`src/rtl/pct_pkg.sv`:
```
// constants shared by the 16-bit waveform and capture timer
package pct_pkg;
	// register word addresses
	localparam logic [3:0] ADDR_CTRL_A = 4'h0;
	localparam logic [3:0] ADDR_CTRL_B = 4'h1;
	localparam logic [3:0] ADDR_COUNT = 4'h2;
	localparam logic [3:0] ADDR_CMP_A = 4'h3;
	localparam logic [3:0] ADDR_CMP_B = 4'h4;
	localparam logic [3:0] ADDR_CAPT = 4'h5;
	localparam logic [3:0] ADDR_STATUS = 4'h6;
	localparam logic [3:0] ADDR_MASK = 4'h7;
	// counter_control_b fields
	localparam int CB_FILTER_BIT = 7;
	localparam int CB_EDGE_BIT = 6;
	localparam int CB_WGM_LSB = 3;
	localparam int CB_CS_LSB = 0;
	localparam logic [7:0] CTRL_B_WMASK = 8'hDF;
	// counter_control_a fields
	localparam int CA_COMA_LSB = 6;
	localparam int CA_COMB_LSB = 4;
	localparam int CA_WGM_LSB = 0;
	localparam logic [7:0] CTRL_A_WMASK = 8'hF3;
	// status and mask bits
	localparam int STAT_W = 4;
	localparam int ST_CMP_A = 0;
	localparam int ST_CMP_B = 1;
	localparam int ST_CAPT = 2;
	localparam int ST_OVF = 3;
	// reset values
	localparam logic [7:0] CTRL_RST = 8'h00;
	localparam logic [15:0] WORD_RST = 16'h0000;
	localparam logic [STAT_W-1:0] STAT_RST = 4'h0;
	// fixed tops
	localparam logic [15:0] TOP_8BIT = 16'h00FF;
	localparam logic [15:0] TOP_9BIT = 16'h01FF;
	localparam logic [15:0] TOP_10BIT = 16'h03FF;
	localparam logic [15:0] TOP_MAX = 16'hFFFF;
	// clock source select codes and prescaler taps
	localparam logic [2:0] CS_STOP = 3'h0;
	localparam logic [2:0] CS_DIV1 = 3'h1;
	localparam logic [2:0] CS_DIV8 = 3'h2;
	localparam logic [2:0] CS_DIV64 = 3'h3;
	localparam logic [2:0] CS_DIV256 = 3'h4;
	localparam logic [2:0] CS_DIV1024 = 3'h5;
	localparam logic [2:0] CS_EXT_FALL = 3'h6;
	localparam logic [2:0] CS_EXT_RISE = 3'h7;
	localparam int PRESCALE_W = 10;
	localparam int LOG2_DIV8 = 3;
	localparam int LOG2_DIV64 = 6;
	localparam int LOG2_DIV256 = 8;
	localparam int LOG2_DIV1024 = 10;
	// capture noise filter length in samples
	localparam int FILTER_SAMPLES = 4;
	// waveform modes
	localparam logic [3:0] WM_NORMAL = 4'h0;
	localparam logic [3:0] WM_PC8 = 4'h1;
	localparam logic [3:0] WM_PC9 = 4'h2;
	localparam logic [3:0] WM_PC10 = 4'h3;
	localparam logic [3:0] WM_CTC_A = 4'h4;
	localparam logic [3:0] WM_FAST8 = 4'h5;
	localparam logic [3:0] WM_FAST9 = 4'h6;
	localparam logic [3:0] WM_FAST10 = 4'h7;
	localparam logic [3:0] WM_PFC_ICR = 4'h8;
	localparam logic [3:0] WM_PFC_A = 4'h9;
	localparam logic [3:0] WM_PC_ICR = 4'hA;
	localparam logic [3:0] WM_PC_A = 4'hB;
	localparam logic [3:0] WM_CTC_ICR = 4'hC;
	localparam logic [3:0] WM_FAST_ICR = 4'hE;
	localparam logic [3:0] WM_FAST_A = 4'hF;
	// compare output modes
	localparam logic [1:0] COM_OFF = 2'h0;
	localparam logic [1:0] COM_TOGGLE = 2'h1;
	localparam logic [1:0] COM_CLEAR = 2'h2;
	localparam logic [1:0] COM_SET = 2'h3;
endpackage : pct_pkg

```
`src/rtl/pct_cap_if.sv`:
```
// control and event signals between the timer core and its capture front end
`timescale 1ns/1ps
interface pct_cap_if;
	logic filter_en;
	logic edge_sel;
	logic enable;
	logic event_pulse;
	modport unit (input filter_en, input edge_sel, input enable, output event_pulse);
	modport core (output filter_en, output edge_sel, output enable, input event_pulse);
endinterface : pct_cap_if

```
`src/rtl/pct_prescaler.sv`:
```
// timer clock enable: prescaler taps and external count pin edge detect
`timescale 1ns/1ps
module pct_prescaler (
	// clock and reset
	input wire logic clk,
	input wire logic srst,
	// selection
	input wire logic [2:0] clock_source_sel,
	// external count pin, asynchronous
	input wire logic ext_count_pin,
	// one-cycle timer clock enable
	output logic timer_tick
);
	typedef struct packed {
		logic [pct_pkg::PRESCALE_W-1:0] pre;
		logic s1;
		logic s2;
		logic s3;
		logic tick;
	} pct_pre_state_t;

	pct_pre_state_t r_reg, r_next;

	// true when the low exp bits of the prescaler are all ones
	function automatic logic tap_hit(input logic [pct_pkg::PRESCALE_W-1:0] pre, input int exp);
		logic [pct_pkg::PRESCALE_W-1:0] m;
		m = pct_pkg::PRESCALE_W'((1 << exp) - 1);
		return (pre & m) == m;
	endfunction : tap_hit

	////////////////////////////////////////////////////////////////
	// divider runs whenever the clock is not stopped, external sources included, and clears while stopped, so each start is phase aligned
	always_comb begin
		r_next = r_reg;
		r_next.s1 = ext_count_pin;
		r_next.s2 = r_reg.s1;
		r_next.s3 = r_reg.s2;
		r_next.pre = (clock_source_sel == pct_pkg::CS_STOP) ? '0 : r_reg.pre + 1'b1;
		unique case (clock_source_sel)
			pct_pkg::CS_STOP: r_next.tick = 1'b0;
			pct_pkg::CS_DIV1: r_next.tick = 1'b1;
			pct_pkg::CS_DIV8: r_next.tick = tap_hit(r_reg.pre, pct_pkg::LOG2_DIV8);
			pct_pkg::CS_DIV64: r_next.tick = tap_hit(r_reg.pre, pct_pkg::LOG2_DIV64);
			pct_pkg::CS_DIV256: r_next.tick = tap_hit(r_reg.pre, pct_pkg::LOG2_DIV256);
			pct_pkg::CS_DIV1024: r_next.tick = tap_hit(r_reg.pre, pct_pkg::LOG2_DIV1024);
			pct_pkg::CS_EXT_FALL: r_next.tick = r_reg.s3 & ~r_reg.s2;
			pct_pkg::CS_EXT_RISE: r_next.tick = r_reg.s2 & ~r_reg.s3;
		endcase
	end

	always_ff @(posedge clk) begin
		if (srst) begin
			r_reg <= '0;
		end else begin
			r_reg <= r_next;
		end
	end

	assign timer_tick = r_reg.tick;
endmodule : pct_prescaler

```
`src/rtl/pct_capture.sv`:
```
// capture pin synchroniser, noise filter and edge select
`timescale 1ns/1ps
module pct_capture (
	// clock and reset
	input wire logic clk,
	input wire logic srst,
	// asynchronous capture pin
	input wire logic capture_pin,
	// control from the core, event back to it
	pct_cap_if.unit cap
);
	typedef struct packed {
		logic s1;
		logic s2;
		logic [pct_pkg::FILTER_SAMPLES-1:0] hist;
		logic filt;
		logic evt;
	} pct_cap_state_t;

	pct_cap_state_t r_reg, r_next;
	logic new_level;

	////////////////////////////////////////////////////////////////
	// with the filter on, the filtered level moves only when all four recent samples agree; with it off it follows the synchroniser
	always_comb begin
		r_next = r_reg;
		new_level = r_reg.filt;
		r_next.s1 = capture_pin;
		r_next.s2 = r_reg.s1;
		r_next.hist = {r_reg.hist[pct_pkg::FILTER_SAMPLES-2:0], r_reg.s2};
		if (!cap.filter_en) begin
			new_level = r_reg.s2;
		end else if (&r_next.hist || ~|r_next.hist) begin
			new_level = r_next.hist[0];
		end
		r_next.filt = new_level;
		// falling edge when select is zero, rising when one
		r_next.evt = cap.enable && (new_level != r_reg.filt) && (new_level == cap.edge_sel);
	end

	always_ff @(posedge clk) begin
		if (srst) begin
			r_reg <= '0;
		end else begin
			r_reg <= r_next;
		end
	end

	assign cap.event_pulse = r_reg.evt;
endmodule : pct_capture

```
`src/rtl/pct_timer.sv`:
```
// 16-bit timer with fast and phase correct pwm, compare outputs and input capture
//
// Function
// - prescaler gives clock divided 1,8,64,256,1024
// - fast pwm compare at bottom gives spike
// - fast pwm compare at top gives constant
// - mode 15 toggle mode flips output A
// - fast pwm toggle keeps compare double buffered
// - phase correct counts up then down
// - phase correct clears up, sets down
// - phase correct top fixed or from registers
// - counter holds top one timer clock
// - compare match sets channel flag
// - noise filter needs four equal samples
// - edge select: zero falling, one rising
// - capture copies counter and sets flag
// - capture off when capture register is top
// - clock select zero stops, 001 to 101 prescaler
// - codes 110/111 count external pin edges
`timescale 1ns/1ps
module pct_timer (
	// clock and reset
	input wire logic clk,
	input wire logic srst,
	// register port
	input wire logic [3:0] reg_addr,
	input wire logic [15:0] reg_wdata,
	input wire logic reg_wr,
	input wire logic reg_rd,
	output logic [15:0] reg_rdata,
	// pins
	input wire logic capture_pin,
	input wire logic ext_count_pin,
	output logic compare_out_a,
	output logic compare_out_b,
	// interrupt
	output logic irq
);
	typedef struct packed {
		logic [7:0] ctrl_a;
		logic [7:0] counter_control_b;
		logic [15:0] counter_value;
		logic [15:0] cmp_a;
		logic [15:0] cmp_a_buf;
		logic [15:0] cmp_b;
		logic [15:0] cmp_b_buf;
		logic [15:0] capture_value;
		logic count_up;
		logic wave_a;
		logic wave_b;
		logic pin_a;
		logic pin_b;
		logic block;
		logic [pct_pkg::STAT_W-1:0] status;
		logic [pct_pkg::STAT_W-1:0] mask;
		logic [15:0] rdata;
	} pct_core_state_t;

	pct_core_state_t r_reg, r_next;
	pct_cap_if cap_bus ();
	logic timer_tick;

	////////////////////////////////////////////////////////////////
	// mode decoding

	function automatic logic is_dual(input logic [3:0] m);
		return m inside {pct_pkg::WM_PC8, pct_pkg::WM_PC9, pct_pkg::WM_PC10, pct_pkg::WM_PFC_ICR,
			pct_pkg::WM_PFC_A, pct_pkg::WM_PC_ICR, pct_pkg::WM_PC_A};
	endfunction : is_dual

	function automatic logic is_fast(input logic [3:0] m);
		return m inside {pct_pkg::WM_FAST8, pct_pkg::WM_FAST9, pct_pkg::WM_FAST10, pct_pkg::WM_FAST_ICR,
			pct_pkg::WM_FAST_A};
	endfunction : is_fast

	function automatic logic capture_is_top(input logic [3:0] m);
		return m inside {pct_pkg::WM_PFC_ICR, pct_pkg::WM_PC_ICR, pct_pkg::WM_CTC_ICR, pct_pkg::WM_FAST_ICR};
	endfunction : capture_is_top

	function automatic logic cmp_a_is_top(input logic [3:0] m);
		return m inside {pct_pkg::WM_CTC_A, pct_pkg::WM_PFC_A, pct_pkg::WM_PC_A, pct_pkg::WM_FAST_A};
	endfunction : cmp_a_is_top

	// counter end value for a mode
	function automatic logic [15:0] top_of(input logic [3:0] m, input logic [15:0] a, input logic [15:0] icr);
		logic [15:0] t;
		t = pct_pkg::TOP_MAX;
		if (m == pct_pkg::WM_PC8 || m == pct_pkg::WM_FAST8) begin
			t = pct_pkg::TOP_8BIT;
		end else if (m == pct_pkg::WM_PC9 || m == pct_pkg::WM_FAST9) begin
			t = pct_pkg::TOP_9BIT;
		end else if (m == pct_pkg::WM_PC10 || m == pct_pkg::WM_FAST10) begin
			t = pct_pkg::TOP_10BIT;
		end else if (capture_is_top(m)) begin
			t = icr;
		end else if (cmp_a_is_top(m)) begin
			t = a;
		end
		return t;
	endfunction : top_of

	// waveform state after one timer clock; wrap is the fast pwm return to bottom
	function automatic logic wave_step(input logic cur, input logic [1:0] com, input logic match,
		input logic dual, input logic fast, input logic up, input logic wrap, input logic toggle_ok);
		logic w;
		w = cur;
		if (match) begin
			unique case (com)
				pct_pkg::COM_OFF: w = cur;
				pct_pkg::COM_TOGGLE: w = toggle_ok ? ~cur : cur;
				pct_pkg::COM_CLEAR: w = dual ? ~up : 1'b0;
				pct_pkg::COM_SET: w = dual ? up : 1'b1;
			endcase
		end
		// the bottom action follows the match, so a compare at top leaves a constant level
		if (fast && wrap) begin
			if (com == pct_pkg::COM_CLEAR) begin
				w = 1'b1;
			end else if (com == pct_pkg::COM_SET) begin
				w = 1'b0;
			end
		end
		return w;
	endfunction : wave_step

	// pin follows the waveform only where the mode connects it
	function automatic logic pin_of(input logic w, input logic [1:0] com, input logic pwm, input logic toggle_ok);
		logic p;
		p = w;
		if (com == pct_pkg::COM_OFF || (pwm && com == pct_pkg::COM_TOGGLE && !toggle_ok)) begin
			p = 1'b0;
		end
		return p;
	endfunction : pin_of

	////////////////////////////////////////////////////////////////
	// submodules

	pct_prescaler u_prescaler (
		.clk(clk),
		.srst(srst),
		.clock_source_sel(r_reg.counter_control_b[pct_pkg::CB_CS_LSB +: 3]),
		.ext_count_pin(ext_count_pin),
		.timer_tick(timer_tick)
	);

	pct_capture u_capture (
		.clk(clk),
		.srst(srst),
		.capture_pin(capture_pin),
		.cap(cap_bus.unit)
	);

	function automatic logic [3:0] wave_mode_of(input logic [7:0] ca, input logic [7:0] cb);
		return {cb[pct_pkg::CB_WGM_LSB +: 2], ca[pct_pkg::CA_WGM_LSB +: 2]};
	endfunction : wave_mode_of

	// capture control taken straight from the register copy
	assign cap_bus.filter_en = r_reg.counter_control_b[pct_pkg::CB_FILTER_BIT];
	assign cap_bus.edge_sel = r_reg.counter_control_b[pct_pkg::CB_EDGE_BIT];
	assign cap_bus.enable = !capture_is_top(wave_mode_of(r_reg.ctrl_a, r_reg.counter_control_b));

	////////////////////////////////////////////////////////////////
	// counter, compare, capture and register next state

	logic [3:0] waveform_mode;
	logic [1:0] compare_output_mode_a;
	logic [1:0] compare_output_mode_b;
	logic dual;
	logic fast;
	logic pwm;
	logic [15:0] top;
	logic at_top;
	logic wrap;
	logic match_a;
	logic match_b;
	logic tog_a;
	logic [pct_pkg::STAT_W-1:0] events;

	always_comb begin
		r_next = r_reg;
		waveform_mode = wave_mode_of(r_reg.ctrl_a, r_reg.counter_control_b);
		compare_output_mode_a = r_reg.ctrl_a[pct_pkg::CA_COMA_LSB +: 2];
		compare_output_mode_b = r_reg.ctrl_a[pct_pkg::CA_COMB_LSB +: 2];
		dual = is_dual(waveform_mode);
		fast = is_fast(waveform_mode);
		pwm = dual | fast;
		top = top_of(waveform_mode, r_reg.cmp_a, r_reg.capture_value);
		at_top = (r_reg.counter_value == top);
		events = '0;
		// toggle on A only in non-pwm modes or where compare A sets the top
		tog_a = !pwm || waveform_mode == pct_pkg::WM_FAST_A || waveform_mode == pct_pkg::WM_PC_A
			|| waveform_mode == pct_pkg::WM_PFC_A;

		// a write of the counter blocks matches on the following tick
		match_a = timer_tick && !r_reg.block && (r_reg.counter_value == r_reg.cmp_a);
		match_b = timer_tick && !r_reg.block && (r_reg.counter_value == r_reg.cmp_b);
		wrap = timer_tick && fast && at_top;
		if (timer_tick) begin
			r_next.block = 1'b0;
		end

		// counting
		if (timer_tick) begin
			if (dual) begin
				if (r_reg.count_up && at_top) begin
					// top was shown for this whole timer clock; turn round now
					r_next.count_up = 1'b0;
					r_next.counter_value = r_reg.counter_value - 16'h0001;
					r_next.cmp_a = r_reg.cmp_a_buf;
					r_next.cmp_b = r_reg.cmp_b_buf;
				end else if (!r_reg.count_up && r_reg.counter_value == 16'h0000) begin
					r_next.count_up = 1'b1;
					r_next.counter_value = 16'h0001;
					events[pct_pkg::ST_OVF] = 1'b1;
				end else if (r_reg.count_up) begin
					r_next.counter_value = r_reg.counter_value + 16'h0001;
				end else begin
					r_next.counter_value = r_reg.counter_value - 16'h0001;
				end
			end else if (at_top) begin
				// fast pwm and clear-on-match restart from bottom
				r_next.counter_value = 16'h0000;
				r_next.count_up = 1'b1;
				events[pct_pkg::ST_OVF] = fast || (top == pct_pkg::TOP_MAX);
				if (fast) begin
					// buffered compare values take effect at the period boundary
					r_next.cmp_a = r_reg.cmp_a_buf;
					r_next.cmp_b = r_reg.cmp_b_buf;
				end
			end else begin
				r_next.counter_value = r_reg.counter_value + 16'h0001;
				r_next.count_up = 1'b1;
			end
		end

		// compare outputs
		if (timer_tick) begin
			r_next.wave_a = wave_step(r_reg.wave_a, compare_output_mode_a, match_a, dual, fast,
				r_reg.count_up, wrap, tog_a);
			r_next.wave_b = wave_step(r_reg.wave_b, compare_output_mode_b, match_b, dual, fast,
				r_reg.count_up, wrap, !pwm);
		end
		r_next.pin_a = pin_of(r_next.wave_a, compare_output_mode_a, pwm, tog_a);
		r_next.pin_b = pin_of(r_next.wave_b, compare_output_mode_b, pwm, !pwm);
		events[pct_pkg::ST_CMP_A] = match_a;
		events[pct_pkg::ST_CMP_B] = match_b;

		// capture: enable already drops the event when capture value is the top
		if (cap_bus.event_pulse) begin
			r_next.capture_value = r_reg.counter_value;
			events[pct_pkg::ST_CAPT] = 1'b1;
		end

		// register writes; a cpu write beats the counter and capture updates
		if (reg_wr) begin
			unique case (reg_addr)
				pct_pkg::ADDR_CTRL_A: r_next.ctrl_a = reg_wdata[7:0] & pct_pkg::CTRL_A_WMASK;
				pct_pkg::ADDR_CTRL_B: r_next.counter_control_b = reg_wdata[7:0] & pct_pkg::CTRL_B_WMASK;
				pct_pkg::ADDR_COUNT: begin
					r_next.counter_value = reg_wdata;
					r_next.block = 1'b1;
				end
				pct_pkg::ADDR_CMP_A: begin
					r_next.cmp_a_buf = reg_wdata;
					if (!pwm) begin
						r_next.cmp_a = reg_wdata;
					end
				end
				pct_pkg::ADDR_CMP_B: begin
					r_next.cmp_b_buf = reg_wdata;
					if (!pwm) begin
						r_next.cmp_b = reg_wdata;
					end
				end
				pct_pkg::ADDR_CAPT: r_next.capture_value = reg_wdata;
				pct_pkg::ADDR_MASK: r_next.mask = reg_wdata[pct_pkg::STAT_W-1:0];
				default: r_next.block = r_next.block; // status and unmapped ignore writes
			endcase
		end

		// status: a read clears, an event in the same cycle still lands
		r_next.status = ((reg_rd && reg_addr == pct_pkg::ADDR_STATUS) ? '0 : r_reg.status) | events;

		// read data, one cycle after the strobe and only then
		r_next.rdata = 16'h0000;
		if (reg_rd) begin
			unique case (reg_addr)
				pct_pkg::ADDR_CTRL_A: r_next.rdata = {8'h00, r_reg.ctrl_a};
				pct_pkg::ADDR_CTRL_B: r_next.rdata = {8'h00, r_reg.counter_control_b};
				pct_pkg::ADDR_COUNT: r_next.rdata = r_reg.counter_value;
				pct_pkg::ADDR_CMP_A: r_next.rdata = r_reg.cmp_a_buf;
				pct_pkg::ADDR_CMP_B: r_next.rdata = r_reg.cmp_b_buf;
				pct_pkg::ADDR_CAPT: r_next.rdata = r_reg.capture_value;
				pct_pkg::ADDR_STATUS: r_next.rdata = {12'h000, r_reg.status};
				pct_pkg::ADDR_MASK: r_next.rdata = {12'h000, r_reg.mask};
				default: r_next.rdata = 16'h0000;
			endcase
		end
	end

	////////////////////////////////////////////////////////////////
	// state register

	always_ff @(posedge clk) begin
		if (srst) begin
			r_reg <= '0;
			r_reg.ctrl_a <= pct_pkg::CTRL_RST;
			r_reg.counter_control_b <= pct_pkg::CTRL_RST;
			r_reg.counter_value <= pct_pkg::WORD_RST;
			r_reg.count_up <= 1'b1;
			r_reg.status <= pct_pkg::STAT_RST;
			r_reg.mask <= pct_pkg::STAT_RST;
		end else begin
			r_reg <= r_next;
		end
	end

	// outputs
	assign reg_rdata = r_reg.rdata;
	assign compare_out_a = r_reg.pin_a;
	assign compare_out_b = r_reg.pin_b;
	// level interrupt while any unmasked flag is set
	assign irq = |(r_reg.status & r_reg.mask);
endmodule : pct_timer

```
`config.mk`:
```
export PLATFORM = sky130hd
export DESIGN_NAME = pct_timer
export DESIGN_NICKNAME = d
export VERILOG_FILES = /design/src/rtl/pct_pkg.sv /design/src/rtl/pct_cap_if.sv /design/src/rtl/pct_prescaler.sv /design/src/rtl/pct_capture.sv /design/src/rtl/pct_timer.sv
export SDC_FILE = /design/constraint.sdc
export NUM_CORES = 1
export LEC_CHECK = 0
export BUFFER_PORTS_ARGS = -buffer_cell sky130_fd_sc_hd__buf_4
export CAP_MARGIN = 20
export CORE_MARGIN = 2
export CORE_UTILIZATION = 50
export CTS_CLUSTER_DIAMETER = 150
export DETAILED_ROUTE_END_ITERATION = 8
export PLACE_DENSITY = 0.77
export SYNTH_ARGS = -nofsm -noshare
export SYNTH_HDL_FRONTEND = slang
export SYNTH_SLANG_ARGS = --single-unit
```
`constraint.sdc`:
```
create_clock -name clk -period 7.3 [get_ports clk]
set_input_delay 1.095 -clock clk [delete_from_list [all_inputs] [get_ports clk]]
set_output_delay 1.095 -clock clk [all_outputs]
set_load 0.02 [all_outputs]
```
# Word-level counts from Yosys, hierarchy flattened
# Cells that the tools add are included.
totals:
  reg_bits: 160
  inputBits: 26
  out_inout_bits: 19
  elab_cells: 198
op_classes:
  addsub: 3
  eq_ne: 45
  n_mux: 59
  bitwise: 11
  n_reduce_logical: 53
op_table:
  columns: ["op", "count"]
  rows:
  - ["$mux 16", 22]
  - ["$mux 32", 4]
  - ["$pmux 16 s8", 1]
  - ["$mux 96", 1]
  - ["$eq 16x16->1", 3]
  - ["$eq 4x3->1 const B", 8]
  - ["$eq 4x4->1 const B", 7]
  - ["$mux 1", 26]
  - ["$add 16x1->16 const B", 1]
  - ["$eq 16x16->1 const B", 1]
  - ["$eq 4x2->1 const B", 4]
  - ["$logic_not 16->1", 1]
  - ["$sub 16x1->16 const B", 1]
  - ["$eq 3x3->1 const B", 5]
  - ["$logic_and 1x1->1", 15]
  - ["$reduce_and 2->1", 6]
  - ["$add 10x1->10 const B", 1]
  - ["$eq 10x10->1 const B", 1]
  - ["$logic_or 1x1->1", 10]
  - ["$eq 2x2->1 const B", 4]
  - ["$eq 4x1->1 const B", 2]
  - ["$eq 8x8->1 const B", 1]
  - ["$pmux 1 s4", 2]
  - ["$pmux 1 s8", 1]
  - ["24 further kinds", 43]

# Depth between registers and ports, before layout
# Gate-level depths: netlist of the first run.
logic_depth:
  word_depth: 15
  ltp_mapped: 13
  mapped_depth_nobuf: 11

# Hierarchy
# A second synthesis of the first run with hierarchy kept.
hier_totals:
  cells_unflattened: 1236
  area_unflattened_um2: 9481.6
modules_own_cells:
  columns: ["module", "instances", "cells_each", "area_per_inst_um2", "seq_area_each_um2"]
  rows:
  - ["pct_timer", 1, 1151, 8639.5, 2782.7]
  - ["pct_prescaler", 1, 64, 604.3, 280.3]
  - ["pct_capture", 1, 21, 237.7, 140.1]

# Worst setup path before layout of the first run
# Ideal clock, no wire load.
synth_path:
  kind: "register to register"
  startpoint: "register r_reg[110] (netlist name)"
  endpoint: "register r_reg[119] (netlist name)"
  setup_ns: 0.134
  arrival_time_ns: 3.129
  required_ns: 7.166
  path_slack_ns: 4.037
  path_stages_with_launch: 14
  n_path_buf: 2
  synth_period_minus_slack_ns: 3.263
  path_cell_list: "dfxtp_1 clkbuf_1 inv_1 ha_1 or3b_1 or3_1 or3_1 or3_1 clkbuf_1 and2_1 a211oi_1 o31ai_1 a21oi_1 a2111oi_0"
synth_between:
  elab_chain_cells: 8
  elab_cells_between_ends: 14
  classes_between: "add/sub: 2; eq/ne: 1; mux: 8; reduce/logical: 3"
synth_lines:
  columns: ["element", "line", "source"]
  rows:
  - ["start, declared", "pct_timer.sv:59", "pct_core_state_t r_reg, r_next;"]
  - ["start signal, assigned", "pct_timer.sv:315", "r_reg <= r_next;"]
  - ["$sub 16x1->16, or another cell as far along", "pct_timer.sv:209, pct_timer.sv:219", null]
  - ["$mux 16 or $logic_and 1x1->1 (tied branches)", "pct_timer.sv:216, pct_timer.sv:212", null]
  - ["$mux 16", "pct_timer.sv:212", "end else if (!r_reg.count_up && r_reg.counter_value == 16'h0000) begin"]
  - ["$mux 16", "pct_timer.sv:206", "if (r_reg.count_up && at_top) begin"]
  - ["$mux 32 (*)", "pct_timer.sv:205", "if (dual) begin"]
  - ["$mux 32 (*)", "pct_timer.sv:204", "if (timer_tick) begin"]
  - ["$mux 16", "pct_timer.sv:257", "unique case (reg_addr)"]
  - ["$mux 96 (*)", "pct_timer.sv:256", "if (reg_wr) begin"]
# Mark *: on every way between the ends. The rest lies on a longest branch, timed or not.
# A chain may end at the register's enable or synchronous reset.

# Worst setup path after layout of the first run
layout_path:
  startpoint: "register r_reg[134] (netlist name)"
  endpoint: "register r_reg[69] (netlist name)"
layout_between:
  elab_chain_cells: 15
  elab_cells_between_ends: 37
  classes_between: "eq/ne: 15; mux: 13; bitwise: 1; reduce/logical: 8"
layout_lines:
  columns: ["element", "line", "source"]
  rows:
  - ["$eq 4x3->1, or another cell as far along", "pct_timer.sv:81", "return m inside {pct_pkg::WM_CTC_A, pct_pkg::WM_PFC_A, pct_pkg::WM_PC_A, pct_pkg::WM_FAST_A};"]
  - ["$reduce_bool 4->1", "pct_timer.sv:81", null]
  - ["$mux 16", "pct_timer.sv:96", "end else if (cmp_a_is_top(m)) begin"]
  - ["$mux 16", "pct_timer.sv:94", "end else if (capture_is_top(m)) begin"]
  - ["$mux 16", "pct_timer.sv:92", "end else if (m == pct_pkg::WM_PC10 || m == pct_pkg::WM_FAST10) begin"]
  - ["$mux 16", "pct_timer.sv:90", "end else if (m == pct_pkg::WM_PC9 || m == pct_pkg::WM_FAST9) begin"]
  - ["$mux 16", "pct_timer.sv:88", "if (m == pct_pkg::WM_PC8 || m == pct_pkg::WM_FAST8) begin"]
  - ["$eq 16x16->1", "pct_timer.sv:189", "at_top = (r_reg.counter_value == top);"]
  - ["$logic_and 1x1->1", "pct_timer.sv:206", null]
  - ["$mux 16", "pct_timer.sv:206", null]
  - ["$mux 16", "pct_timer.sv:205", null]
  - ["$mux 16", "pct_timer.sv:204", null]
  - ["$mux 16", "pct_timer.sv:272", "if (!pwm) begin"]
  - ["$mux 32", "pct_timer.sv:257", null]
  - ["$mux 96 (*)", "pct_timer.sv:256", null]
# Marked as above.

==> qor.yml, run 1 <==
status: "complete, no violations"
fp.dieW_um: 141
maxCapViolations: 0
dpl_worst_slack_ps: 3230
cts_buffers: 17
dp_hpwl_mm: 19.7
skew_ps: 16.5
dr.pass1.iters: 9
rrSetupSlack_ps: 3040
nNetsFinal: 1200
tritoncts: "done"
vdd_drop_max_uv: 153
grtUsageMet3: 0.0496
syn_area_um2: 9420
tightest_slew_ps: 1180
crit_arrival_ps: 4600
path_clk_slew_ps: 70
grt_max_degree: 94
synth_edf_count: 0
gr-max-usage-layer: "met2"
clk_latency_ps: 450
yosys.area_share.simple: 0.234
hold_class: "flop to flop"
hold_viol: 0
cp-end-kind: "flop"
grt_pass1_vias: 8407
ys_types: 73
worstSetupPathType: "flop to flop"
htree_levels: 4
route.detailed.drc: 0
cp_max_fo: 31
yosys.area_share.xor_xnor: 0.0632
ys_ff_latch: 160
antenna_found_initial: 0
rsz0062_at_grt: "false"
p_leak_uw: 0.00380
routedWlPerCell_um: 20.5
cts_hold_buffers: 0
rows: 50
drv_slew: 0
hold_ws_ps: 441
place.gp.congestion: 0.997
vias: 9163
numClockSinks: 160
boundaryPins: 45
die_area_um2: 20000
syn_area_per_cell_um2: 7.80
synthMuxAreaShare: 0.0749
grt_first_pass_wirelength_mm: 46.4
async_flop_share: 0
syn_inst: 1208
synth_fa_ha_area_frac: 0.00531
fillers: 1675
synth_top_family_by_area: "simple AND/OR/NAND/NOR gates"
period_minus_slack_ps: 4260
grt_util_met1: 0.417
p_per_area_nw_per_um2: 188
wl_mm: 29.1
track_usage: 0.294
drt-initial-drc-count: 1229
clock_path_buffers: 2
diodes: 0
min_period_over_period: 0.584
synth_compound_area_frac: 0.214
clock-root-buffer: "clkbuf_16"
die_h_um: 141
start_kind: "flop"
core_area_um2: 18600
synth-main-ff-cell: "dfxtp_1"
largest_reg_flops: 115
ant_nets: 0
max_clock_freq_ghz: 0.235
gr-total-overflow: 0
cts_resized: 0
setup_viol: 0
syn_to_final_growth_pct: 9.89
yosysWarningCount: 0
vias_per_cell: 6.47
postCtsSetupRepairBufs: 0
max_slew_margin: 0.213
syn_nets: 1238
final.setup.tns_ps: 0
portBuffers: 44
met2_usage: 0.455
drive_above_1_share: 0.0997
worstPathRequired_ps: 7640
yosysSeqAreaShare: 0.340
final.setup.worst_slack_ps: 3040
start_util: 0.507
==> final timing paths <==
kind                                                         end                             start  cells past startpoint
worst max-delay path                        r_reg[69]$_SDFF_PP0_           r_reg[134]$_SDFFE_PP0P_                      9
worst min-delay path            u_prescaler.r_next[1]$_SDFF_PP0_  u_prescaler.r_next[2]$_SDFF_PP0_                      1
worst max register to register              r_reg[69]$_SDFF_PP0_           r_reg[134]$_SDFFE_PP0P_                      9
worst min register to register  u_prescaler.r_next[1]$_SDFF_PP0_  u_prescaler.r_next[2]$_SDFF_PP0_                      1
==> routing by layer <==
metal  share of wire  vias to the layer above
li1                -                     4232
met1            0.43                     4331
met2            0.46                      533
met3           0.092                       67
met4           0.026                        0
met5               0                        -
==> layout make-up <==
cell class / instances / area [µm²] / share of cell area
Inverter: 22 / 82.6 / 0.00797
Timing Repair Buffer: 67 / 576 / 0.0556
Clock inverter: 15 / 173 / 0.0167
Clock buffer: 17 / 425 / 0.0411
Multi-Input combinational cell: 902 / 5600 / 0.541
Tap cell: 234 / 293 / 0.0283
Sequential cell: 160 / 3200 / 0.309
==> power by group <==
part | total (µW) | leakage, µW | switching [µW] | internal (µW)
clock network | 893 | 0.000286 | 433 | 460
logic | 154 | 0.00222 | 99.3 | 54.5
registers | 904 | 0.00129 | 19.3 | 885
==> worst max-delay path, cell delays in order, from the launching register on <==
cell and delay, ps:
dfxtp_1 980, nand3_1 480, o22ai_1 500, a2bb2oi_1 200
nand4b_1 160, nor4_4 630, nand3_2 430, buf_12 320
mux2i_1 140, a211oi_1 280
==> logic make-up after synthesis <==
| group | count (synthesis) |
|---|---|
| fa+ha+maj | 4 |
| mux | 70 |
| compound gates | 309 |
| xor+xnor | 68 |
| flops | 160 |
| simple gates | 451 |
| buf+inv | 146 |
==> placed cells by master, fill, tap and decap left out, types with 21 or more instances in the layout <==
master    Yosys  layout
o21ai_0      50      50
nor3_1       31      30
inv_1        21      21
buf_4        17      63
a21oi_1      94      94
nand3_1      37      37
nand2_1     144     144
mux2i_1      66      66
dfxtp_1     160     160
nor2_1      109     109
xor2_1       24      24
xnor2_1      44      44
nor2b_1      21      21
a211oi_1     64      64
==> metrics by stage <==
stage | instances | area (µm²) | util | total power [µW]
after CTS | 1413 | 10300 | 0.552 | 1950
after global routing | 1417 | 10400 | 0.557 | 2010
after floorplan | 1208 | 9420 | - | 1020
after global placement | 1379 | 9640 | 0.519 | 1070
final | 1417 | 10400 | 0.557 | 1950
after detailed placement | 1381 | 9670 | 0.520 | 1070
==> synthesized netlist by cell type, types with 5 or more instances <==
cell	instances	share of area
mux2i_1	66	0.070
buf_4	17	0.014
a21oi_1	94	0.050
xor2_1	24	0.022
xnor2_1	44	0.041
nor2b_1	21	0.014
o31ai_1	6	0.0048
buf_1	7	0.0028
nand3_1	37	0.020
o21ai_0	50	0.027
nor4b_1	8	0.0074
a31oi_1	15	0.010
a221oi_1	6	0.0056
o22ai_1	5	0.0033
dfxtp_1	160	0.34
clkbuf_1	80	0.032
and2_1	6	0.0040
inv_1	21	0.0084
nand2_1	144	0.057
nor4_1	7	0.0046
a222oi_1	12	0.013
and3_1	14	0.0093
a22oi_1	18	0.014
nor2_1	109	0.043
nor3_1	31	0.016
nand2b_1	15	0.010
nand4_1	12	0.0080
or3_1	19	0.013
a211oi_1	64	0.051
buf_2	14	0.0074
(Power assumes the default switching activity.)
==> inputs of run 2 (changes only) <==
Clock period 7.3 ns to 3.94 ns, I/O delays scaled along.
==> run 2 against run 1 <==
Compared with the run above: maximum frequency is 16% higher; routed wire length rose by 1.2%; register-to-register slack lost 2800 ps; worst hold slack got worse by 90 ps; sequential power is 85% higher; largest cell class unchanged.
==> qor.yml, run 2 (synthesis results as in run 1) <==
tritoncts: "done"
tightest_slew_ps: 1150  # -28.0 ps
maxCapViolations: 0  # unchanged
htree_levels: 4  # unchanged
diodes: 0  # unchanged
p_per_area_nw_per_um2: 354  # +88%
grt_pass1_vias: 8691  # +3.4%
dr.pass1.iters: 9  # unchanged
wl_mm: 29.4  # +1.2%
multiInputGateArea_um2: 5600  # unchanged
min_period_over_period: 0.930  # +0.346
cts_hold_buffers: 0  # unchanged
place_inst: 1396  # +1.1%
gr-total-overflow: 0  # unchanged
boundaryPins: 45  # unchanged
mostFrequentLayoutCells: "160 x dfxtp_1, 144 x nand2_1, 109 x nor2_1, 94 x a21oi_1, 76 x buf_4"
max_slew_margin: 0.231  # +0.0187
cts_buffers: 17  # unchanged
rows: 50  # unchanged
drv_slew: 0  # unchanged
p_leak_uw: 0.00385  # +1.4%
antenna_found_initial: 0  # unchanged
period_minus_slack_ps: 3660  # -598 ps
postCtsSetupRepairBufs: 0  # unchanged
die_h_um: 141  # unchanged
place.gp.congestion: 1.00  # +0.44%
drive_above_1_share: 0.109  # +0.00904
drt-initial-drc-count: 1348  # +9.7%
ant_nets: 0  # unchanged
fillers: 1658  # -1.0%
final_common_cell: "dfxtp_1"
finalNonFillerCells: 1429  # +0.85%
regArea_um2: 3200  # unchanged
vias: 9280  # +1.3%
clk_latency_ps: 450  # about the same
start_util: 0.507  # unchanged
clock-root-buffer: "clkbuf_16"
core_area_um2: 18600  # unchanged
grt_first_pass_wirelength_mm: 47.1  # +1.3%
p_total_uw: 3690  # +89%
skew_ps: 9.06  # -7.44 ps
crit_arrival_ps: 3970  # -630 ps
path_clk_slew_ps: 70  # about the same
setup_viol: 0  # unchanged
rsz0062_at_grt: "false"
max_clock_freq_ghz: 0.273  # +16%
worstSetupPathType: "flop to flop"
final.setup.tns_ps: 0  # unchanged
status: "complete, no violations"
syn_to_final_growth_pct: 10.6
dp_hpwl_mm: 20.2  # +2.8%
numClockSinks: 160  # unchanged
fp.dieW_um: 141  # unchanged
die_area_um2: 20000  # unchanged
largest_reg_flops: 115  # unchanged
grt_max_degree: 91  # -3.2%
track_usage: 0.298  # +0.00346
vdd_drop_max_uv: 310  # +100%
nNetsFinal: 1212  # +1.0%
vias_per_cell: 6.49  # +0.43%
cts_resized: 0  # unchanged
worstPathRequired_ps: 4240  # -3400 ps
portBuffers: 44  # unchanged
cp_max_fo: 9  # -71%
route.detailed.drc: 0  # unchanged
clock_path_buffers: 2  # unchanged
routedWlPerCell_um: 20.6  # +0.38%
hold_viol: 0  # unchanged
hold_class: "input port to flop"
cp-end-kind: "flop"
start_kind: "flop"
-- run 2: worst max-delay path: stages (launching register included) --
cell	delay, ps
dfxtp_1	440
inv_1	170
ha_1	260
or3b_1	420
or3_1	390
or3_1	440
or3_1	470
and2_1	290
a211oi_1	310
o31ai_1	130
a21oi_1	130
a2111oi_0	80
-- run 2: power breakdown --
| group | switching (µW) | leakage [µW] | total [µW] | internal (µW) |
|---|---|---|---|---|
| registers | 32.9 | 0.00129 | 1670 | 1640 |
| clock network | 808 | 0.000298 | 1720 | 917 |
| logic | 188 | 0.00226 | 290 | 101 |
-- run 2: worst paths after layout --
check,startpoint,end,slack [ps],cells after the start
worst max-delay path,r_reg[111]$_SDFF_PP0_,r_reg[119]$_SDFF_PP0_,280,11
worst min-delay path,ext_count_pin,u_prescaler.r_next[2]$_SDFF_PP0_,350,2
worst min register to register,u_prescaler.r_next[2]$_SDFF_PP0_,u_prescaler.r_next[1]$_SDFF_PP0_,440,1
worst max register to register,r_reg[111]$_SDFF_PP0_,r_reg[119]$_SDFF_PP0_,280,11
-- run 2: area by class of cell --
class	instances	share of cell area
multi-input cells	902	0.538
flip-flops and latches	160	0.307
repair buffers	79	0.0598
clock buffers	17	0.0408
well taps	234	0.0281
clock inverters	15	0.0185
inverters	22	0.00792
-- run 2: per-layer routing --
metal | wire length, µm | GRT usage | vias to the layer above
met3 | 2990 | 0.0658 | 85
met4 | 892 | 0.107 | 0
li1 | - | - | 4266
met2 | 13200 | 0.464 | 529
met5 | 0 | 0 | -
met1 | 12300 | 0.407 | 4400
-- run 2: stage by stage --
stage	setup WS (ps)	hold slack [ps]	utilization	cell area, µm²
6_report	277	351	0.561	10400
5_1_grt	95.2	355	0.561	10400
4_1_cts	339	344	0.559	10400
3_5_place_dp	404	420	0.526	9780
3_3_place_gp	490	424	0.526	9770
2_1_floorplan	677	414	-	9420
==> inputs of run 3 (changes only) <==
Settings changed: CELL_PAD_IN_SITES_DETAIL_PLACEMENT set to 1, CELL_PAD_IN_SITES_GLOBAL_PLACEMENT set to 1, CORE_UTILIZATION 50 to 47, PLACE_DENSITY 0.77 to 0.91.
==> run 3 against run 2 <==
Compared with the run above: die area rose by 6.2%; global-route usage up 3.6 points; worst hold slack improved by 9.0 ps; critical path type unchanged; largest cell class unchanged; clock skew grew 1.0 ps.
==> qor.yml, run 3 (synthesis results as in run 1) <==
maxCapViolations: 0  # unchanged
route.detailed.drc: 0  # unchanged
routedWlPerCell_um: 24.7  # +20%
mostFrequentLayoutCells: "160 x dfxtp_1, 144 x nand2_1, 109 x nor2_1, 94 x a21oi_1, 80 x buf_4"
core_area_um2: 19600  # +5.4%
final_core_util: 0.535  # -0.0262
cts_buffers: 17  # unchanged
hold_viol: 0  # unchanged
tritoncts: "done"
final.setup.tns_ps: 0  # unchanged
clk_latency_ps: 440  # about the same
rsz0062_at_grt: "false"
regArea_um2: 3200  # unchanged
switching_share: 0.282  # +0.00317
hold_class: "input port to flop"
skew_ps: 10.1  # +1.00 ps
portBuffers: 44  # unchanged
clkPwrFrac: 0.466  # -0.002
largest_reg_flops: 115  # unchanged
drt-initial-drc-count: 1207  # -10%
start_kind: "flop"
final_common_cell: "dfxtp_1"
track_usage: 0.334  # +0.0363
syn_to_final_growth_pct: 11.2
grt_pass1_vias: 9902  # +14%
dr.pass1.iters: 7  # -2
ff2ff_path_depth: 11  # unchanged
clock_path_buffers: 2  # unchanged
p_seq_frac: 0.451  # -0.003
htree_levels: 4  # unchanged
fillers: 2400  # +45%
drive_above_1_share: 0.111  # +0.00223
start_util: 0.481  # -0.0261
worstPathRequired_ps: 4270  # +30 ps
ant_nets: 0  # unchanged
cp_max_fo: 25  # +16
status: "complete, no violations"
p_switching_uw: 1050  # +1.9%
cp-end-kind: "flop"
clock-root-buffer: "clkbuf_16"
path_clk_slew_ps: 70  # about the same
nNetsFinal: 1215  # +0.25%
wl_mm: 36.1  # +23%
drv_slew: 0  # unchanged
die_area_um2: 21200  # +6.2%
grt_first_pass_wirelength_mm: 56.6  # +20%
diodes: 0  # unchanged
p_per_area_nw_per_um2: 355  # +0.21%
vdd_drop_max_uv: 311  # +0.35%
crit_arrival_ps: 4000  # +30 ps
gr-total-overflow: 0  # unchanged
multiInputGateArea_um2: 5600  # about the same
rows: 51  # +2.0%
cts_hold_buffers: 0  # unchanged
setup_viol: 0  # unchanged
max_clock_freq_ghz: 0.272  # -0.42%
period_minus_slack_ps: 3680  # +15.3 ps
numClockSinks: 160  # unchanged
internal_power_uw: 2670  # +0.29%
tightest_slew_ps: 913  # -238 ps
vias_per_cell: 6.74  # +3.8%
place.gp.congestion: 0.944  # -5.7%
grt_max_degree: 84  # -7.7%
die_h_um: 146  # +3.1%
antenna_found_initial: 0  # unchanged
max_slew_margin: 0.391  # +0.160
fp.dieW_um: 146  # +3.1%
p_leak_uw: 0.00386  # +0.31%
boundaryPins: 45  # unchanged
vias: 9862  # +6.3%
pwr-share-comb: 0.083  # +0.004
dp_hpwl_mm: 23.5  # +16%
worstSetupPathType: "flop to flop"
min_period_over_period: 0.934  # +0.00388
worstHoldPathCells: 2  # unchanged
## run 3: cell types whose count changed in the layout (fill, tap and decap cells not counted), sizes merged
cell / change
clkbuf: +1
clkinvlp: +1
clkinv: -3
buf: +3
inv: +1
## run 3: routing by layer
metal / GRT usage / vias to the layer above / part of all wire
met2: 0.533 / 606 / 0.46
met1: 0.440 / 4838 / 0.40
met5: 0 / - / 0
met4: 0.151 / 0 / 0.045
met3: 0.0636 / 155 / 0.094
li1: - / 4263 / -
## run 3: final cells by class
class / count / share of cell area
repair buffers: 82 / 0.0626
clock inverters: 14 / 0.0155
well taps: 265 / 0.0316
clock buffers: 18 / 0.0419
multi-input cells: 902 / 0.535
inverters: 22 / 0.00788
flip-flops and latches: 160 / 0.306
## run 3: worst paths after layout
path | start | endpoint | slack [ps]
setup / recovery | r_reg[130]$_SDFFE_PP0P_ | r_reg[113]$_SDFF_PP0_ | 260
setup reg to reg | r_reg[130]$_SDFFE_PP0P_ | r_reg[113]$_SDFF_PP0_ | 260
hold / removal | ext_count_pin | u_prescaler.r_next[2]$_SDFF_PP0_ | 360
hold reg to reg | u_capture.r_next[6]$_SDFF_PP0_ | u_capture.r_next[2]$_SDFF_PP0_ | 450
## run 3: power by group through the flow
| stage | combinational, µW | clock [µW] | sequential, µW |
|---|---|---|---|
| CTS | 294 | 1730 | 1670 |
| global placement | 277 | 0 | 1710 |
| finish | 308 | 1730 | 1680 |
| global route | 327 | 1800 | 1680 |
| floorplan | 193 | 0 | 1690 |
| detailed placement | 287 | 0 | 1710 |
## run 3: worst max-delay path, stage by stage, from the launching register on
cell and delay [ps]:
dfxtp_1 460, buf_4 290, nor4b_1 460, o21ai_0 280
a21o_1 250, a222oi_1 390, nand4_1 200, nor3_4 220
buf_4 330, mux2i_1 150, a211o_1 290, o31a_1 250
## run 3: what timing repair did
item | CTS | global route
buffers inserted | 0 | 1
endpoints found under the setup margin | 0 | 2
resized for setup | 0 | 1
## run 3: stage by stage
stage                     power [µW]  instance area [µm²]  instances  hold WS [ps]  worst slack, ps
after global routing            3800                10500       1463           367             57.7
after detailed placement        2000                 9810       1428           435              259
after floorplan                 1880                 9420       1208           414              677
final                           3710                10500       1463           360              261
after CTS                       3700                10400       1460           356              245
after global placement          1990                 9800       1427           418              307
